**config.mk**
```make
export PLATFORM = sky130hd
export DESIGN_NAME = dcpr_readout
export DESIGN_NICKNAME = d
export VERILOG_FILES = /design/src/dcpr_pkg.sv /design/src/dcpr_latency_line.sv /design/src/dcpr_readout.sv /design/src/dcpr_sync.sv
export SDC_FILE = /design/constraint.sdc
export NUM_CORES = 1
export LEC_CHECK = 0
export BUFFER_PORTS_ARGS = -buffer_cell sky130_fd_sc_hd__buf_2
export CAP_MARGIN = 20
export CORE_UTILIZATION = 40
export CTS_CLUSTER_DIAMETER = 50
export DETAILED_ROUTE_END_ITERATION = 10
export GPL_TIMING_DRIVEN = 0
export PLACE_DENSITY_LB_ADDON = 0.3
export SLEW_MARGIN = 20
export SYNTH_ARGS = -nofsm -noshare
export SYNTH_HDL_FRONTEND = slang
export SYNTH_SLANG_ARGS = --single-unit
```
**constraint.sdc**
```tcl
create_clock -name clock -period 4.95 [get_ports clock]
set_clock_uncertainty 0.2 [all_clocks]
set_input_delay 0.495 -clock clock [delete_from_list [all_inputs] [get_ports clock]]
set_output_delay 0.495 -clock clock [all_outputs]
set_load 0.01 [all_outputs]
```
**src/dcpr_pkg.sv**
```systemverilog
// Shared constants for the calibration pattern readout block
package dcpr_pkg;

	// ----------------------------------------------------------------
	// Pin and mode register geometry
	// ----------------------------------------------------------------
	localparam int BA_W     = 3;
	localparam int ADDR_W   = 14;
	localparam int MR_COUNT = 4;
	localparam int PIN_W    = 1 + 4 + BA_W + ADDR_W;

	// mode_reg_three fields
	localparam int          MR3_ENABLE_BIT  = 2;
	localparam int          MR3_SEL_LSB     = 0;
	localparam logic [1:0]  SEL_PATTERN     = 2'h0;

	// mode_reg_zero fields: burst mode and column latency code
	localparam int          MR0_BL_LSB      = 0;
	localparam logic [1:0]  BL_FIXED8       = 2'h0;
	localparam logic [1:0]  BL_OTF          = 2'h1;
	localparam logic [1:0]  BL_FIXED4       = 2'h2;
	localparam int          MR0_CL_LSB      = 4;
	localparam logic [4:0]  CL_BASE         = 5'h05;

	// mode_reg_one field: additive latency code
	localparam int          MR1_AL_LSB      = 3;

	// Address bits that matter on a pattern read
	localparam int          ADDR_HALF_BIT   = 2;
	localparam int          ADDR_CHOP_BIT   = 12;

	// Burst positions 0..7, position 0 in the LSB
	localparam logic [7:0]  PATTERN         = 8'hAA;
	localparam logic [3:0]  BEATS_FULL      = 4'h8;
	localparam logic [3:0]  BEATS_CHOP      = 4'h4;

	// ----------------------------------------------------------------
	// Timing, 4 ns system clock, least times rounded up
	// ----------------------------------------------------------------
	localparam int CLK_PERIOD_PS         = 4000;
	localparam int MODE_SPACING_NS       = 16;
	localparam int MODE_UPDATE_NS        = 24;
	localparam int PATTERN_RECOVERY_NS   = 8;
	localparam int PRECHARGE_NS          = 14;
	localparam int MODE_SPACING_CYC      =
		(MODE_SPACING_NS * 1000 + CLK_PERIOD_PS - 1) / CLK_PERIOD_PS;
	localparam int MODE_UPDATE_CYC       =
		(MODE_UPDATE_NS * 1000 + CLK_PERIOD_PS - 1) / CLK_PERIOD_PS;
	localparam int PATTERN_RECOVERY_CYC  =
		(PATTERN_RECOVERY_NS * 1000 + CLK_PERIOD_PS - 1) / CLK_PERIOD_PS;
	localparam int PRECHARGE_CYC         =
		(PRECHARGE_NS * 1000 + CLK_PERIOD_PS - 1) / CLK_PERIOD_PS;

	// ----------------------------------------------------------------
	// Register port map (word indices)
	// ----------------------------------------------------------------
	localparam int          REG_ADDR_W   = 3;
	localparam int          REG_DATA_W   = 16;
	localparam logic [2:0]  REG_MODE0    = 3'h0;
	localparam logic [2:0]  REG_MODE1    = 3'h1;
	localparam logic [2:0]  REG_MODE2    = 3'h2;
	localparam logic [2:0]  REG_MODE3    = 3'h3;
	localparam logic [2:0]  REG_CTRL     = 3'h4;
	localparam logic [2:0]  REG_STATUS   = 3'h5;
	localparam int          CTRL_ALL_BIT = 0;
	localparam logic        CTRL_RESET   = 1'b0;
	localparam logic [13:0] MODE_RESET   = 14'h0000;

	typedef enum logic [1:0] {
		CMD_NOP,
		CMD_MODE_LOAD,
		CMD_READ,
		CMD_OTHER
	} dcpr_cmd_t;

	typedef enum logic {
		BURST_IDLE,
		BURST_RUN
	} dcpr_burst_t;

endpackage

```
**src/dcpr_latency_line.sv**
```systemverilog
// Shift line holding pending pattern reads, tapped at the read latency
`timescale 1ns/1ps
module dcpr_latency_line #(
	parameter int DEPTH = 24,
	parameter int W     = 3
) (
	// System side
	input  wire logic                     clock,
	input  wire logic                     rstn,
	// Shift on each link rising edge
	input  wire logic                     shift,
	input  wire logic [W-1:0]             din,
	// Tap selects the entry one link cycle short of due
	input  wire logic [$clog2(DEPTH)-1:0] tap_sel,
	output logic      [W-1:0]             tap
);

	logic [W-1:0] line      [DEPTH];
	logic [W-1:0] next_line [DEPTH];

	generate
		if (DEPTH < 2)
			$error("dcpr_latency_line: DEPTH below 2");
	endgenerate

	always_comb begin
		next_line[0] = shift ? din : line[0];
		for (int i = 1; i < DEPTH; i++) begin
			next_line[i] = shift ? line[i-1] : line[i];
		end
	end

	always_ff @(posedge clock or negedge rstn) begin
		if (!rstn) begin
			for (int i = 0; i < DEPTH; i++) begin
				line[i] <= '0;
			end
		end else begin
			for (int i = 0; i < DEPTH; i++) begin
				line[i] <= next_line[i];
			end
		end
	end

	// Out-of-range select reads as no pending read
	assign tap = (int'(tap_sel) < DEPTH) ? line[tap_sel] : '0;

endmodule

```
**src/dcpr_readout.sv**
```systemverilog
// Calibration pattern readout with mode load decode, device side
//
// Contract
// - Pattern goes on the prime lane of each byte, others low, or all lanes.
// - Both eight-beat bursts and four-beat chop, chop by mode or per command.
// - Chop returns beats zero to three, or four to seven when bit two set.
// - Burst position zero maps to LSB, position seven to MSB.
// - Column bits nine to three, ten, eleven, thirteen, bank bits ignored.
// - Address bit twelve picks chop only when per-command select enabled.
// - Pattern is always alternating zero-one for eight or four beats.
// - Selector zero picks the pattern; other selector values give no readout.
// - Pattern burst starts additive plus column latency after the read.
// - Exit waits read recovery, then enable cleared restores array access; the recovery count only shows in status, exit is not held off.
// - Mode load writes the address value into the register picked by bank.
// - New mode functions apply only after the mode update delay.
// - Enable set returns pattern data for reads; clear means normal operation.
`timescale 1ns/1ps
module dcpr_readout
#(
	parameter int DQ_W   = 16,
	parameter int MAX_RL = 24
) (
	// System
	input  wire logic                     clock,
	input  wire logic                     rstn,
	// Link command pins, asynchronous to clock
	input  wire logic                     link_ck,
	input  wire logic                     cs_n,
	input  wire logic                     ras_n,
	input  wire logic                     cas_n,
	input  wire logic                     we_n,
	input  wire logic [dcpr_pkg::BA_W-1:0]   ba,
	input  wire logic [dcpr_pkg::ADDR_W-1:0] addr,
	// Data lanes, output side of the two-way pins
	output logic      [DQ_W-1:0]          dq_out,
	output logic                          dq_oe,
	// Register port
	input  wire logic [dcpr_pkg::REG_ADDR_W-1:0] reg_addr,
	input  wire logic [dcpr_pkg::REG_DATA_W-1:0] reg_wdata,
	input  wire logic                     reg_wr,
	input  wire logic                     reg_rd,
	output logic      [dcpr_pkg::REG_DATA_W-1:0] reg_rdata
);
	import dcpr_pkg::*;

	localparam int TAP_W = $clog2(MAX_RL);

	generate
		if (DQ_W % 8 != 0 || DQ_W < 8)
			$error("dcpr_readout: DQ_W must be whole bytes");
		if (MAX_RL < 24)
			$error("dcpr_readout: MAX_RL too small for longest latency");
	endgenerate

	// ----------------------------------------------------------------
	// Pin capture and link edge detect
	// ----------------------------------------------------------------
	logic [PIN_W-1:0] pins_s;
	logic             ck_s;
	logic             ck_prev;
	logic [3:0]       cmd_s;
	logic [BA_W-1:0]  ba_s;
	logic [ADDR_W-1:0] addr_s;
	logic             ck_rise;
	logic             ck_fall;

	dcpr_sync #(
		.W       (PIN_W),
		.RST_VAL ({1'b0, 4'hF, {(BA_W + ADDR_W){1'b0}}})
	) u_sync (
		.clock (clock),
		.rstn  (rstn),
		.pin   ({link_ck, cs_n, ras_n, cas_n, we_n, ba, addr}),
		.sync  (pins_s)
	);

	assign {ck_s, cmd_s, ba_s, addr_s} = pins_s;
	assign ck_rise = ck_s & ~ck_prev;
	assign ck_fall = ~ck_s & ck_prev;

	always_ff @(posedge clock or negedge rstn) begin
		if (!rstn) begin
			ck_prev <= 1'b0;
		end else begin
			ck_prev <= ck_s;
		end
	end

	function automatic dcpr_cmd_t decode_cmd(input logic [3:0] c);
		case (c)
			4'h0:    decode_cmd = CMD_MODE_LOAD;
			4'h5:    decode_cmd = CMD_READ;
			default: decode_cmd = c[3] ? CMD_NOP : CMD_OTHER;
		endcase
	endfunction

	function automatic logic [4:0] read_latency(input logic [13:0] m0,
		input logic [13:0] m1);
		logic [4:0] cl;
		cl = CL_BASE + {2'b00, m0[MR0_CL_LSB +: 3]};
		case (m1[MR1_AL_LSB +: 2])
			2'h1:    read_latency = cl + cl - 5'h01;
			2'h2:    read_latency = cl + cl - 5'h02;
			default: read_latency = cl;
		endcase
	endfunction

	dcpr_cmd_t cmd;
	assign cmd = ck_rise ? decode_cmd(cmd_s) : CMD_NOP;

	// ----------------------------------------------------------------
	// Mode registers and load delays
	// ----------------------------------------------------------------
	logic [13:0] mode_reg      [MR_COUNT];
	logic [13:0] next_mode_reg [MR_COUNT];
	logic [13:0] pend_val,  next_pend_val;
	logic [1:0]  pend_idx,  next_pend_idx;
	logic        pend_on,   next_pend_on;
	logic [7:0]  mod_cnt,   next_mod_cnt;
	logic [7:0]  mrd_cnt,   next_mrd_cnt;
	logic        all_lanes, next_all_lanes;
	logic        mrs_acc;
	logic        apply;

	// Bank value 1xx names no register here, so the load is dropped
	assign mrs_acc = (cmd == CMD_MODE_LOAD) && !ba_s[2];
	assign apply   = pend_on && mod_cnt == 8'h01;

	always_comb begin
		next_mode_reg  = mode_reg;
		next_pend_val  = pend_val;
		next_pend_idx  = pend_idx;
		next_pend_on   = pend_on;
		next_mod_cnt   = (mod_cnt != 8'h00) ? mod_cnt - 8'h01 : 8'h00;
		next_mrd_cnt   = (mrd_cnt != 8'h00) ? mrd_cnt - 8'h01 : 8'h00;
		next_all_lanes = all_lanes;
		if (apply) begin
			next_mode_reg[pend_idx] = pend_val;
			next_pend_on = 1'b0;
		end
		// A load during another's update delay replaces it
		if (mrs_acc) begin
			next_pend_val = addr_s;
			next_pend_idx = ba_s[1:0];
			next_pend_on  = 1'b1;
			next_mod_cnt  = 8'(MODE_UPDATE_CYC);
			next_mrd_cnt  = 8'(MODE_SPACING_CYC);
		end
		if (reg_wr && reg_addr == REG_CTRL) begin
			next_all_lanes = reg_wdata[CTRL_ALL_BIT];
		end
	end

	always_ff @(posedge clock or negedge rstn) begin
		if (!rstn) begin
			for (int i = 0; i < MR_COUNT; i++) begin
				mode_reg[i] <= MODE_RESET;
			end
			pend_val  <= MODE_RESET;
			pend_idx  <= 2'h0;
			pend_on   <= 1'b0;
			mod_cnt   <= 8'h00;
			mrd_cnt   <= 8'h00;
			all_lanes <= CTRL_RESET;
		end else begin
			mode_reg  <= next_mode_reg;
			pend_val  <= next_pend_val;
			pend_idx  <= next_pend_idx;
			pend_on   <= next_pend_on;
			mod_cnt   <= next_mod_cnt;
			mrd_cnt   <= next_mrd_cnt;
			all_lanes <= next_all_lanes;
		end
	end

	// ----------------------------------------------------------------
	// Pattern read acceptance and latency line
	// ----------------------------------------------------------------
	logic       mpr_active;
	logic       sel_reserved;
	logic [1:0] bl_mode;
	logic       rd_chop;
	logic       rd_half;
	logic       read_acc;
	logic [2:0] tap;
	logic [4:0] rl;

	assign mpr_active   = mode_reg[3][MR3_ENABLE_BIT];
	assign sel_reserved = mode_reg[3][MR3_SEL_LSB +: 2] != SEL_PATTERN;
	assign bl_mode      = mode_reg[0][MR0_BL_LSB +: 2];
	assign rl           = read_latency(mode_reg[0], mode_reg[1]);
	// Address bit twelve low means chop, only under per-command select
	assign rd_chop = (bl_mode == BL_OTF) ? !addr_s[ADDR_CHOP_BIT]
		: (bl_mode == BL_FIXED4);
	// Only bits two and twelve are looked at on a pattern read
	assign rd_half = rd_chop && addr_s[ADDR_HALF_BIT];
	assign read_acc = (cmd == CMD_READ) && mpr_active
		&& !sel_reserved;

	dcpr_latency_line #(
		.DEPTH (MAX_RL),
		.W     (3)
	) u_line (
		.clock   (clock),
		.rstn    (rstn),
		.shift   (ck_rise),
		.din     ({read_acc, rd_chop, rd_half}),
		.tap_sel (TAP_W'(rl - 5'h01)),
		.tap     (tap)
	);

	// ----------------------------------------------------------------
	// Burst engine, one beat on every link edge
	// ----------------------------------------------------------------
	logic [DQ_W-1:0] prime_mask;
	logic [DQ_W-1:0] lane_set;
	dcpr_burst_t     state, next_state;
	logic [2:0]      beat_idx, next_beat_idx;
	logic [3:0]      beats_left, next_beats_left;
	logic [DQ_W-1:0] next_dq_out;
	logic            next_dq_oe;
	logic [7:0]      mprr_cnt, next_mprr_cnt;
	logic            start;
	logic            burst_end;
	logic [2:0]      cur_idx;
	logic [3:0]      cur_left;

	genvar g;
	generate
		for (g = 0; g < DQ_W / 8; g++) begin : g_byte
			assign prime_mask[g*8 +: 8] = 8'h01;
		end
	endgenerate

	assign lane_set = all_lanes ? {DQ_W{1'b1}} : prime_mask;
	assign start    = ck_rise && tap[2];

	always_comb begin
		cur_idx  = start ? {tap[0], 2'b00} : beat_idx;
		cur_left = start ? (tap[1] ? BEATS_CHOP : BEATS_FULL) : beats_left;
		next_beat_idx   = beat_idx;
		next_beats_left = start ? cur_left : beats_left;
		next_dq_out     = dq_out;
		next_dq_oe      = dq_oe;
		next_mprr_cnt   = (mprr_cnt != 8'h00) ? mprr_cnt - 8'h01 : 8'h00;
		burst_end       = 1'b0;
		if (ck_rise || ck_fall) begin
			if (cur_left != 4'h0) begin
				// LSB of the pattern is burst position zero
				next_dq_out     = PATTERN[cur_idx] ? lane_set : '0;
				next_dq_oe      = 1'b1;
				next_beat_idx   = cur_idx + 3'h1;
				next_beats_left = cur_left - 4'h1;
				burst_end       = cur_left == 4'h1;
			end else begin
				next_dq_out = '0;
				next_dq_oe  = 1'b0;
			end
		end
		if (burst_end) begin
			next_mprr_cnt = 8'(PATTERN_RECOVERY_CYC);
		end
		case (state)
			BURST_IDLE: next_state = start ? BURST_RUN : BURST_IDLE;
			BURST_RUN:  next_state = (next_beats_left != 4'h0 || next_dq_oe)
				? BURST_RUN : BURST_IDLE;
			default:    next_state = BURST_IDLE;
		endcase
	end

	always_ff @(posedge clock or negedge rstn) begin
		if (!rstn) begin
			state      <= BURST_IDLE;
			beat_idx   <= 3'h0;
			beats_left <= 4'h0;
			dq_out     <= '0;
			dq_oe      <= 1'b0;
			mprr_cnt   <= 8'h00;
		end else begin
			state      <= next_state;
			beat_idx   <= next_beat_idx;
			beats_left <= next_beats_left;
			dq_out     <= next_dq_out;
			dq_oe      <= next_dq_oe;
			mprr_cnt   <= next_mprr_cnt;
		end
	end

	// ----------------------------------------------------------------
	// Register read port
	// ----------------------------------------------------------------
	logic [REG_DATA_W-1:0] next_reg_rdata;
	logic [4:0]            status;

	assign status = {state == BURST_RUN, mprr_cnt != 8'h00,
		mrd_cnt != 8'h00, pend_on, mpr_active};

	always_comb begin
		next_reg_rdata = '0;
		if (reg_rd) begin
			case (reg_addr)
				REG_MODE0, REG_MODE1, REG_MODE2, REG_MODE3:
					next_reg_rdata = {2'b00, mode_reg[reg_addr[1:0]]};
				REG_CTRL:   next_reg_rdata = {15'h0000, all_lanes};
				REG_STATUS: next_reg_rdata = {11'h000, status};
				default:    next_reg_rdata = '0;
			endcase
		end
	end

	always_ff @(posedge clock or negedge rstn) begin
		if (!rstn) begin
			reg_rdata <= '0;
		end else begin
			reg_rdata <= next_reg_rdata;
		end
	end
endmodule

```
**src/dcpr_sync.sv**
```systemverilog
// Two-stage synchroniser for a bundle of link pins
`timescale 1ns/1ps
module dcpr_sync #(
	parameter int         W       = 1,
	parameter logic [W-1:0] RST_VAL = '0
) (
	// System side
	input  wire logic         clock,
	input  wire logic         rstn,
	// Pins in, synchronised out
	input  wire logic [W-1:0] pin,
	output logic      [W-1:0] sync
);

	logic [W-1:0] stage_one;

	always_ff @(posedge clock or negedge rstn) begin
		if (!rstn) begin
			stage_one <= RST_VAL;
			sync      <= RST_VAL;
		end else begin
			stage_one <= pin;
			sync      <= stage_one;
		end
	end

endmodule

```
==> summary.md, run 1 <==
| Metric | Value |
|---|---|
| Synth area leader | `dfrtp_1` |
| Synth Cell Area | `9210 sq um` |
| Synth Area in XOR/XNOR | `2.16%` |
| Largest register FFs | `54` |
| Num rows | `55` |
| Final Non-Filler Cells | `1075` |
| Crit path max fanout | `10` |
| First-pass GRT wire length | `30.0 mm` |
| Placed insts | `1001` |
| Top cell type's share of synthesized area | `56.0%` |
| Die Ht | `154 um` |
| CTS Buf Count | `26` |
| Largest stage delay on the critical path | `0.53 ns` |
| Routed Antenna Nets | `0` |
| CP delay by family, top | `multiplexers` |
| DRT Wirelength | `17.6 mm` |
| Slew HR | `44.0%` |
| Initial Util | `40.8%` |
| Total congestion overflow | `0` |
| Synth Area in Adders | `2.17%` |
| Clock Pin Slew Worst Setup and Hold Paths | `0.05 ns` |
| I/O pin cnt | `78` |
| M1 GR Usage | `20.1%` |
| Setup violators final | `0` |
| Main synth FF type | `dfrtp_1` |
| Layout Utilization | `49.3%` |
| Initial antenna violation count | `0` |
| Worst-path cell chain | `inv_1 > ha_2 > mux2i_4 > buf_8 > ha_1 > mux4_2 > mux2i_2 > a2111oi_2 > a311o_2 > nand2_2 > buf_6 > and2_1 > inv_2 > ha_1 > nor2b_1 > nand2b_1 > mux2_2 > a31oi_1` |
| Fin crit period | `4.71 ns` |
| Via density | `5.11` |
| Outcome | `finished, final reports clean` |
| Post-synth ARST share | `100%` |
| Tightest Pin Transition | `0.840 ns` |
| Portion of netlist area occupied by mux cells | `22.0%` |
| Post-synthesis compound-gate area fraction | `4.93%` |
| Hpwl dp | `11.8 mm` |
| WS Path Type | `reg2reg` |
| Critical Path Sink Type | `flop` |
| Commonest non-fill, non-tap cell in the layout | `dfrtp_1` |
| Mean Syn Cell Area | `14.1 sq um` |
| Largest family of logic cells by synthesized area | `multiplexers` |
| Register Area | `5370 sq um` |
| Largest net degree at the start of global routing | `106` |
| Final worst path period share | `95.1%` |
| YS warnings | `0` |
| Post-synth EDFFs | `0` |
| Worst EP arrival | `4.94 ns` |
| Library cells used by synthesis | `67` |
| CP Data Required Time | `5.18 ns` |
| Drt initial violations | `280` |
| Clock Path Buffers | `3` |
| H-tree levels | `1` |
| Register area share after synthesis | `58.3%` |
| Vias after detailed routing | `5496` |
| TritonCTS clock tree | `built` |
| Critical path startpoint category | `flop` |
| Placed Area | `9920 sq um` |
| Vias in the first global route | `5913` |
| Reg2reg setup slack | `0.24 ns` |
| WL/cell | `16.3 um` |
| DRC Markers | `0` |
| DRT Pass-1 Iters | `4` |
| Fillers | `1932` |
| GR Util met3 | `2.68%` |
| Worst hold slack | `0.0295 ns` |
| Die width | `154 um` |
| Area growth, synth to finish | `21.0%` |
| Max cap viols | `0` |
| Fmax | `212 MHz` |
| Antenna diodes | `0` |
| Syn Inst Count | `655` |
| GRT met2 Usage | `27.1%` |
| GRT Total Usage | `15.7%` |
| Core area | `22600 sq um` |
| NumNets Final | `831` |
| Share of post-route cells with drive strength above 1 | `36.7%` |
| Hold Path Class | `in2reg` |
| Lkg Pwr | `0.00537 uW` |
| Critical path's most frequent cell | `ha_1` |
| Clk sinks | `214` |
| GRT busiest layer | `met2` |
| Root Buffer | `clkbuf_16` |
| Placer Congestion | `0.820` |
| Die area | `23600 sq um` |
| Most frequent cells in the layout | `dfrtp_1 (205), mux2_2 (109), buf_2 (60), nor2_1 (42), clkbuf_16 (26)` |
| Synth area leaders | `dfrtp_1 (56%), mux2_2 (13%), mux4_2 (5.9%)` |
| Multi-input logic area | `3550 sq um` |
| RSZ-0062 raised after global routing | `false` |
| Design area | `11100 sq um` |
| Critical-path cell with the highest stage delay | `mux4_2` |
| Slew Limit Fails | `0` |
| Fin. Hold Viols | `0` |
| Synth Area in Simple Gates | `7.05%` |
| VDD IR max | `0.273 mV` |
| Latest clock arrival within the worst-skew pair | `0.54 ns` |
| Flops & latches, synth | `214` |
| Buf+Inv Stages, Crit Path | `4` |
| # port buffers | `58` |
| Pwr Density | `416 nW/um^2` |
==> metal layers <==
layer / vias to the layer above / wire (um) / share of wire, %
met2: 93 / 8750 / 50
li1: 2558 / - / -
met3: 25 / 553 / 3.1
met1: 2820 / 7900 / 45
met4: 0 / 359 / 2.0
met5: - / 0 / 0
==> what timing repair did <==
item,4_1_cts,5_1_grt
endpoints found under the hold margin,125,0
resized for setup,3,7
setup buffers,0,3
gates cloned,0,0
hold buffers,23,0
setup endpoints to repair,15,5
==> cell families (layout without fill, tap and decap cells) <==
kind of cell    Yosys count  count (layout)
compound gates           60              60
xor+xnor                 21              21
fa+ha+maj                16              16
buf+inv                  61             195
flops                   214             214
mux                     153             153
other cells               1               2
simple gates            129             129
==> stage by stage <==
step                total power [uW]  TNS (ns)  worst slack (ns)
floorplan                       2490         0             0.427
global placement                2630    -40.66            -0.258
detailed placement              2690     -2.13            -0.324
CTS                             4680         0            0.0359
global route                    4860         0            0.0278
finish                          4630         0             0.244
==> report_power, final <==
group	leakage, uW	switching [uW]	internal, uW
clock network	0.000446	748	1200
logic	0.00212	290	298
registers	0.00281	153	1940
total	0.00537	1190	3440
==> path summary, 6_finish.rpt <==
kind	startpoint	endpoint	depth (start not counted)
max reg2reg	mode_reg[31]$_DFFE_PN0P_	state$_DFF_PN0_	18
min	reg_wdata[0]	all_lanes$_DFFE_PN0P_	2
max	mode_reg[31]$_DFFE_PN0P_	state$_DFF_PN0_	18
max in group asynchronous	rstn	mode_reg[31]$_DFFE_PN0P_	3
min in group asynchronous	rstn	dq_out[14]$_DFFE_PN0N_	2
min reg2reg	u_sync.stage_one[9]$_DFF_PN0_	u_sync.sync[9]$_DFF_PN0_	0
==> final cells by class <==
class | instances | share of cell area (%)
well taps | 285 | 3.20
clock inverters | 12 | 1.45
flip-flops and latches | 214 | 48.2
inverters | 20 | 0.674
clock buffers | 36 | 6.90
multi-input cells | 381 | 31.9
plain buffers | 41 | 2.22
repair buffers | 86 | 5.46
==> cell usage after synthesis (3+ instances only) <==
cell type / number
nand2_1: 21
nand4_1: 3
nor2_1: 42
nor3_1: 9
a31oi_1: 4
o21ai_0: 7
buf_2: 3
mux2i_1: 6
dfstp_2: 8
a21boi_0: 5
xnor2_1: 11
buf_4: 17
or4_1: 3
o21ai_1: 3
mux4_2: 24
inv_1: 19
and2_1: 3
a311oi_1: 3
nand3b_1: 4
nor2b_1: 13
mux2_1: 10
clkbuf_1: 14
buf_1: 5
nor4_1: 5
nand2b_1: 8
nand3_1: 9
dfrtp_1: 206
ha_1: 16
a21oi_1: 10
mux2_2: 109
xor2_1: 8
No activity file was read; power rests on OpenSTA's default activity.
==> run 2, diff against run 1 <==
- CELL_PAD_IN_SITES_DETAIL_PLACEMENT: not set -> 0
- CELL_PAD_IN_SITES_GLOBAL_PLACEMENT: not set -> 1
- PLACE_DENSITY: not set -> 0.7
- PLACE_DENSITY_LB_ADDON: 0.3 -> not set
==> summary.md, run 2 (synthesized netlist as in run 1, its figures left out) <==
| Metric | Value |
|---|---|
| WS Path Type | `reg2reg` |
| NumNets Final | `830` |
| Largest net degree at the start of global routing | `107` |
| Final worst path period share | `94.8%` |
| Multi-input logic area | `3550 sq um` |
| CP Data Required Time | `5.19 ns` |
| # port buffers | `58` |
| Routed Antenna Nets | `0` |
| DRC Markers | `0` |
| Worst EP arrival | `4.93 ns` |
| Slew HR | `40.2%` |
| Drt initial violations | `264` |
| Hold Path Class | `in2reg` |
| Slew Limit Fails | `0` |
| Clock Pin Slew Worst Setup and Hold Paths | `0.06 ns` |
| Reg2Reg Depth | `18` |
| Critical path startpoint category | `flop` |
| Hold Crit Depth | `2` |
| Clock Path Buffers | `3` |
| Clock power frac | `40.1%` |
| Antenna diodes | `0` |
| Switching Fraction | `26.3%` |
| Fmax | `213 MHz` |
| Setup violators final | `0` |
| DRT Pass-1 Iters | `5` |
| Seq pwr share | `46.7%` |
| Die width | `154 um` |
| DRT Wirelength | `17.6 mm` |
| RSZ-0062 raised after global routing | `false` |
| Worst hold slack | `0.0374 ns` |
| VDD IR max | `0.265 mV` |
| Hpwl dp | `11.8 mm` |
| Initial antenna violation count | `0` |
| First-pass GRT wire length | `30.1 mm` |
| Tightest Pin Transition | `0.896 ns` |
| Register Area | `5370 sq um` |
| Vias in the first global route | `5967` |
| Commonest non-fill, non-tap cell in the layout | `dfrtp_1` |
| Outcome | `finished, final reports clean` |
| Critical-path cell with the highest stage delay | `dfrtp_1` |
| Largest register FFs | `54` |
| NetSw | `1180 uW` |
| Largest stage delay on the critical path | `0.41 ns` |
| Lkg Pwr | `0.00533 uW` |
| Clk sinks | `214` |
| Most frequent cells in the layout | `dfrtp_1 (206), mux2_2 (109), buf_2 (60), nor2_1 (42), clkbuf_16 (27)` |
| Fillers | `1973` |
| Via density | `5.06` |
| Share of post-route cells with drive strength above 1 | `36.0%` |
| Root Buffer | `clkbuf_16` |
| Die area | `23600 sq um` |
| Core area | `22600 sq um` |
| Latest clock arrival within the worst-skew pair | `0.52 ns` |
| Area growth, synth to finish | `19.7%` |
| Fin. Hold Viols | `0` |
| I/O pin cnt | `78` |
| WL/cell | `16.4 um` |
| Critical Path Sink Type | `flop` |
| Placed insts | `1001` |
| GRT Total Usage | `15.8%` |
| Logic gate share of total power | `13.2%` |
| Pwr Density | `405 nW/um^2` |
| Total Power | `4460 uW` |
| Crit path max fanout | `10` |
| Final Non-Filler Cells | `1072` |
| Fin crit period | `4.69 ns` |
| H-tree levels | `1` |
| Total congestion overflow | `0` |
| Initial Util | `40.8%` |
| TritonCTS clock tree | `built` |
| CTS Buf Count | `27` |
| Worst-path cell chain | `inv_1 > ha_2 > mux2i_4 > buf_8 > ha_1 > buf_4 > mux4_1 > mux2_4 > a311o_2 > nand2_2 > buf_6 > and2_1 > inv_2 > ha_1 > nor2b_1 > nand2b_1 > mux2_2 > a31oi_1` |
| Num rows | `55` |
| Vias after detailed routing | `5427` |
| Die Ht | `154 um` |
| Layout Utilization | `48.8%` |
| Placer Congestion | `0.752` |
| Max cap viols | `0` |
| Internal | `3290 uW` |
| Critical path's most frequent cell | `ha_1` |
==> run 2: changes by cell type in the layout (fill, tap and decap cells not counted), moves of 2 or more <==
cell        change
bufinv_16       -2
inv_8           +2
clkbuf_8        -5
clkinvlp_4      -2
clkinv_2        +3
clkbuf_1        +2
==> run 2: layer usage <==
layer  global-route usage (%)  share of wire [%]
met5                        0                  0
met2                     27.0                 50
met1                     20.7                 45
met4                     4.67                2.2
met3                     2.45                3.0
==> run 2: final cells by class <==
| type | count | area share (%) |
|---|---|---|
| plain buffers | 41 | 2.21 |
| inverters | 20 | 0.681 |
| flip-flops and latches | 214 | 48.7 |
| clock inverters | 13 | 0.886 |
| clock buffers | 34 | 6.64 |
| well taps | 285 | 3.24 |
| multi-input cells | 381 | 32.3 |
| repair buffers | 84 | 5.38 |
==> run 2: repair_timing <==
action,CTS,global route
resized for setup,3,5
hold endpoints to repair,122,0
buffers inserted,0,1
hold buffers,23,0
pin swaps,0,0
setup endpoints to repair,17,5
==> run 2: power groups by stage <==
stage,registers (uW),logic [uW],clock network [uW]
after CTS,2090,599,1850
after detailed placement,2120,576,0
after global routing,2110,662,1930
after floorplan,2070,423,0
final,2090,590,1790
after global placement,2100,537,0
==> run 2: path summary, 6_finish.rpt <==
check                      slack [ns]                   endpoint                      startpoint
min reg2reg                      0.14  u_sync.sync[10]$_DFF_PN0_  u_sync.stage_one[10]$_DFF_PN0_
min                              0.04      all_lanes$_DFFE_PN0P_                    reg_wdata[0]
max reg2reg                      0.26            state$_DFF_PN0_        mode_reg[31]$_DFFE_PN0P_
max                              0.26            state$_DFF_PN0_        mode_reg[31]$_DFFE_PN0P_
max in group asynchronous        3.54   mode_reg[51]$_DFFE_PN0P_                            rstn
min in group asynchronous        0.22      dq_out[8]$_DFFE_PN0N_                            rstn
==> run 2: stage by stage <==
step	setup TNS (ns)	area [sq um]	worst slack, ns
finish	0	11000	0.257
global placement	-41.38	9860	-0.335
detailed placement	-2.77	9920	-0.381
CTS	0	11000	0.0413
global route	0	11000	0.0118
floorplan	0	9210	0.427
==> run 2: critical path: cells and delay by family, from the launching register on <==
family	cells	cell delay [ns]
mux	4	1.20
fa+ha+maj	3	0.87
simple gates	4	0.63
compound gates	2	0.58
buf+inv	5	0.69
flops	1	0.41
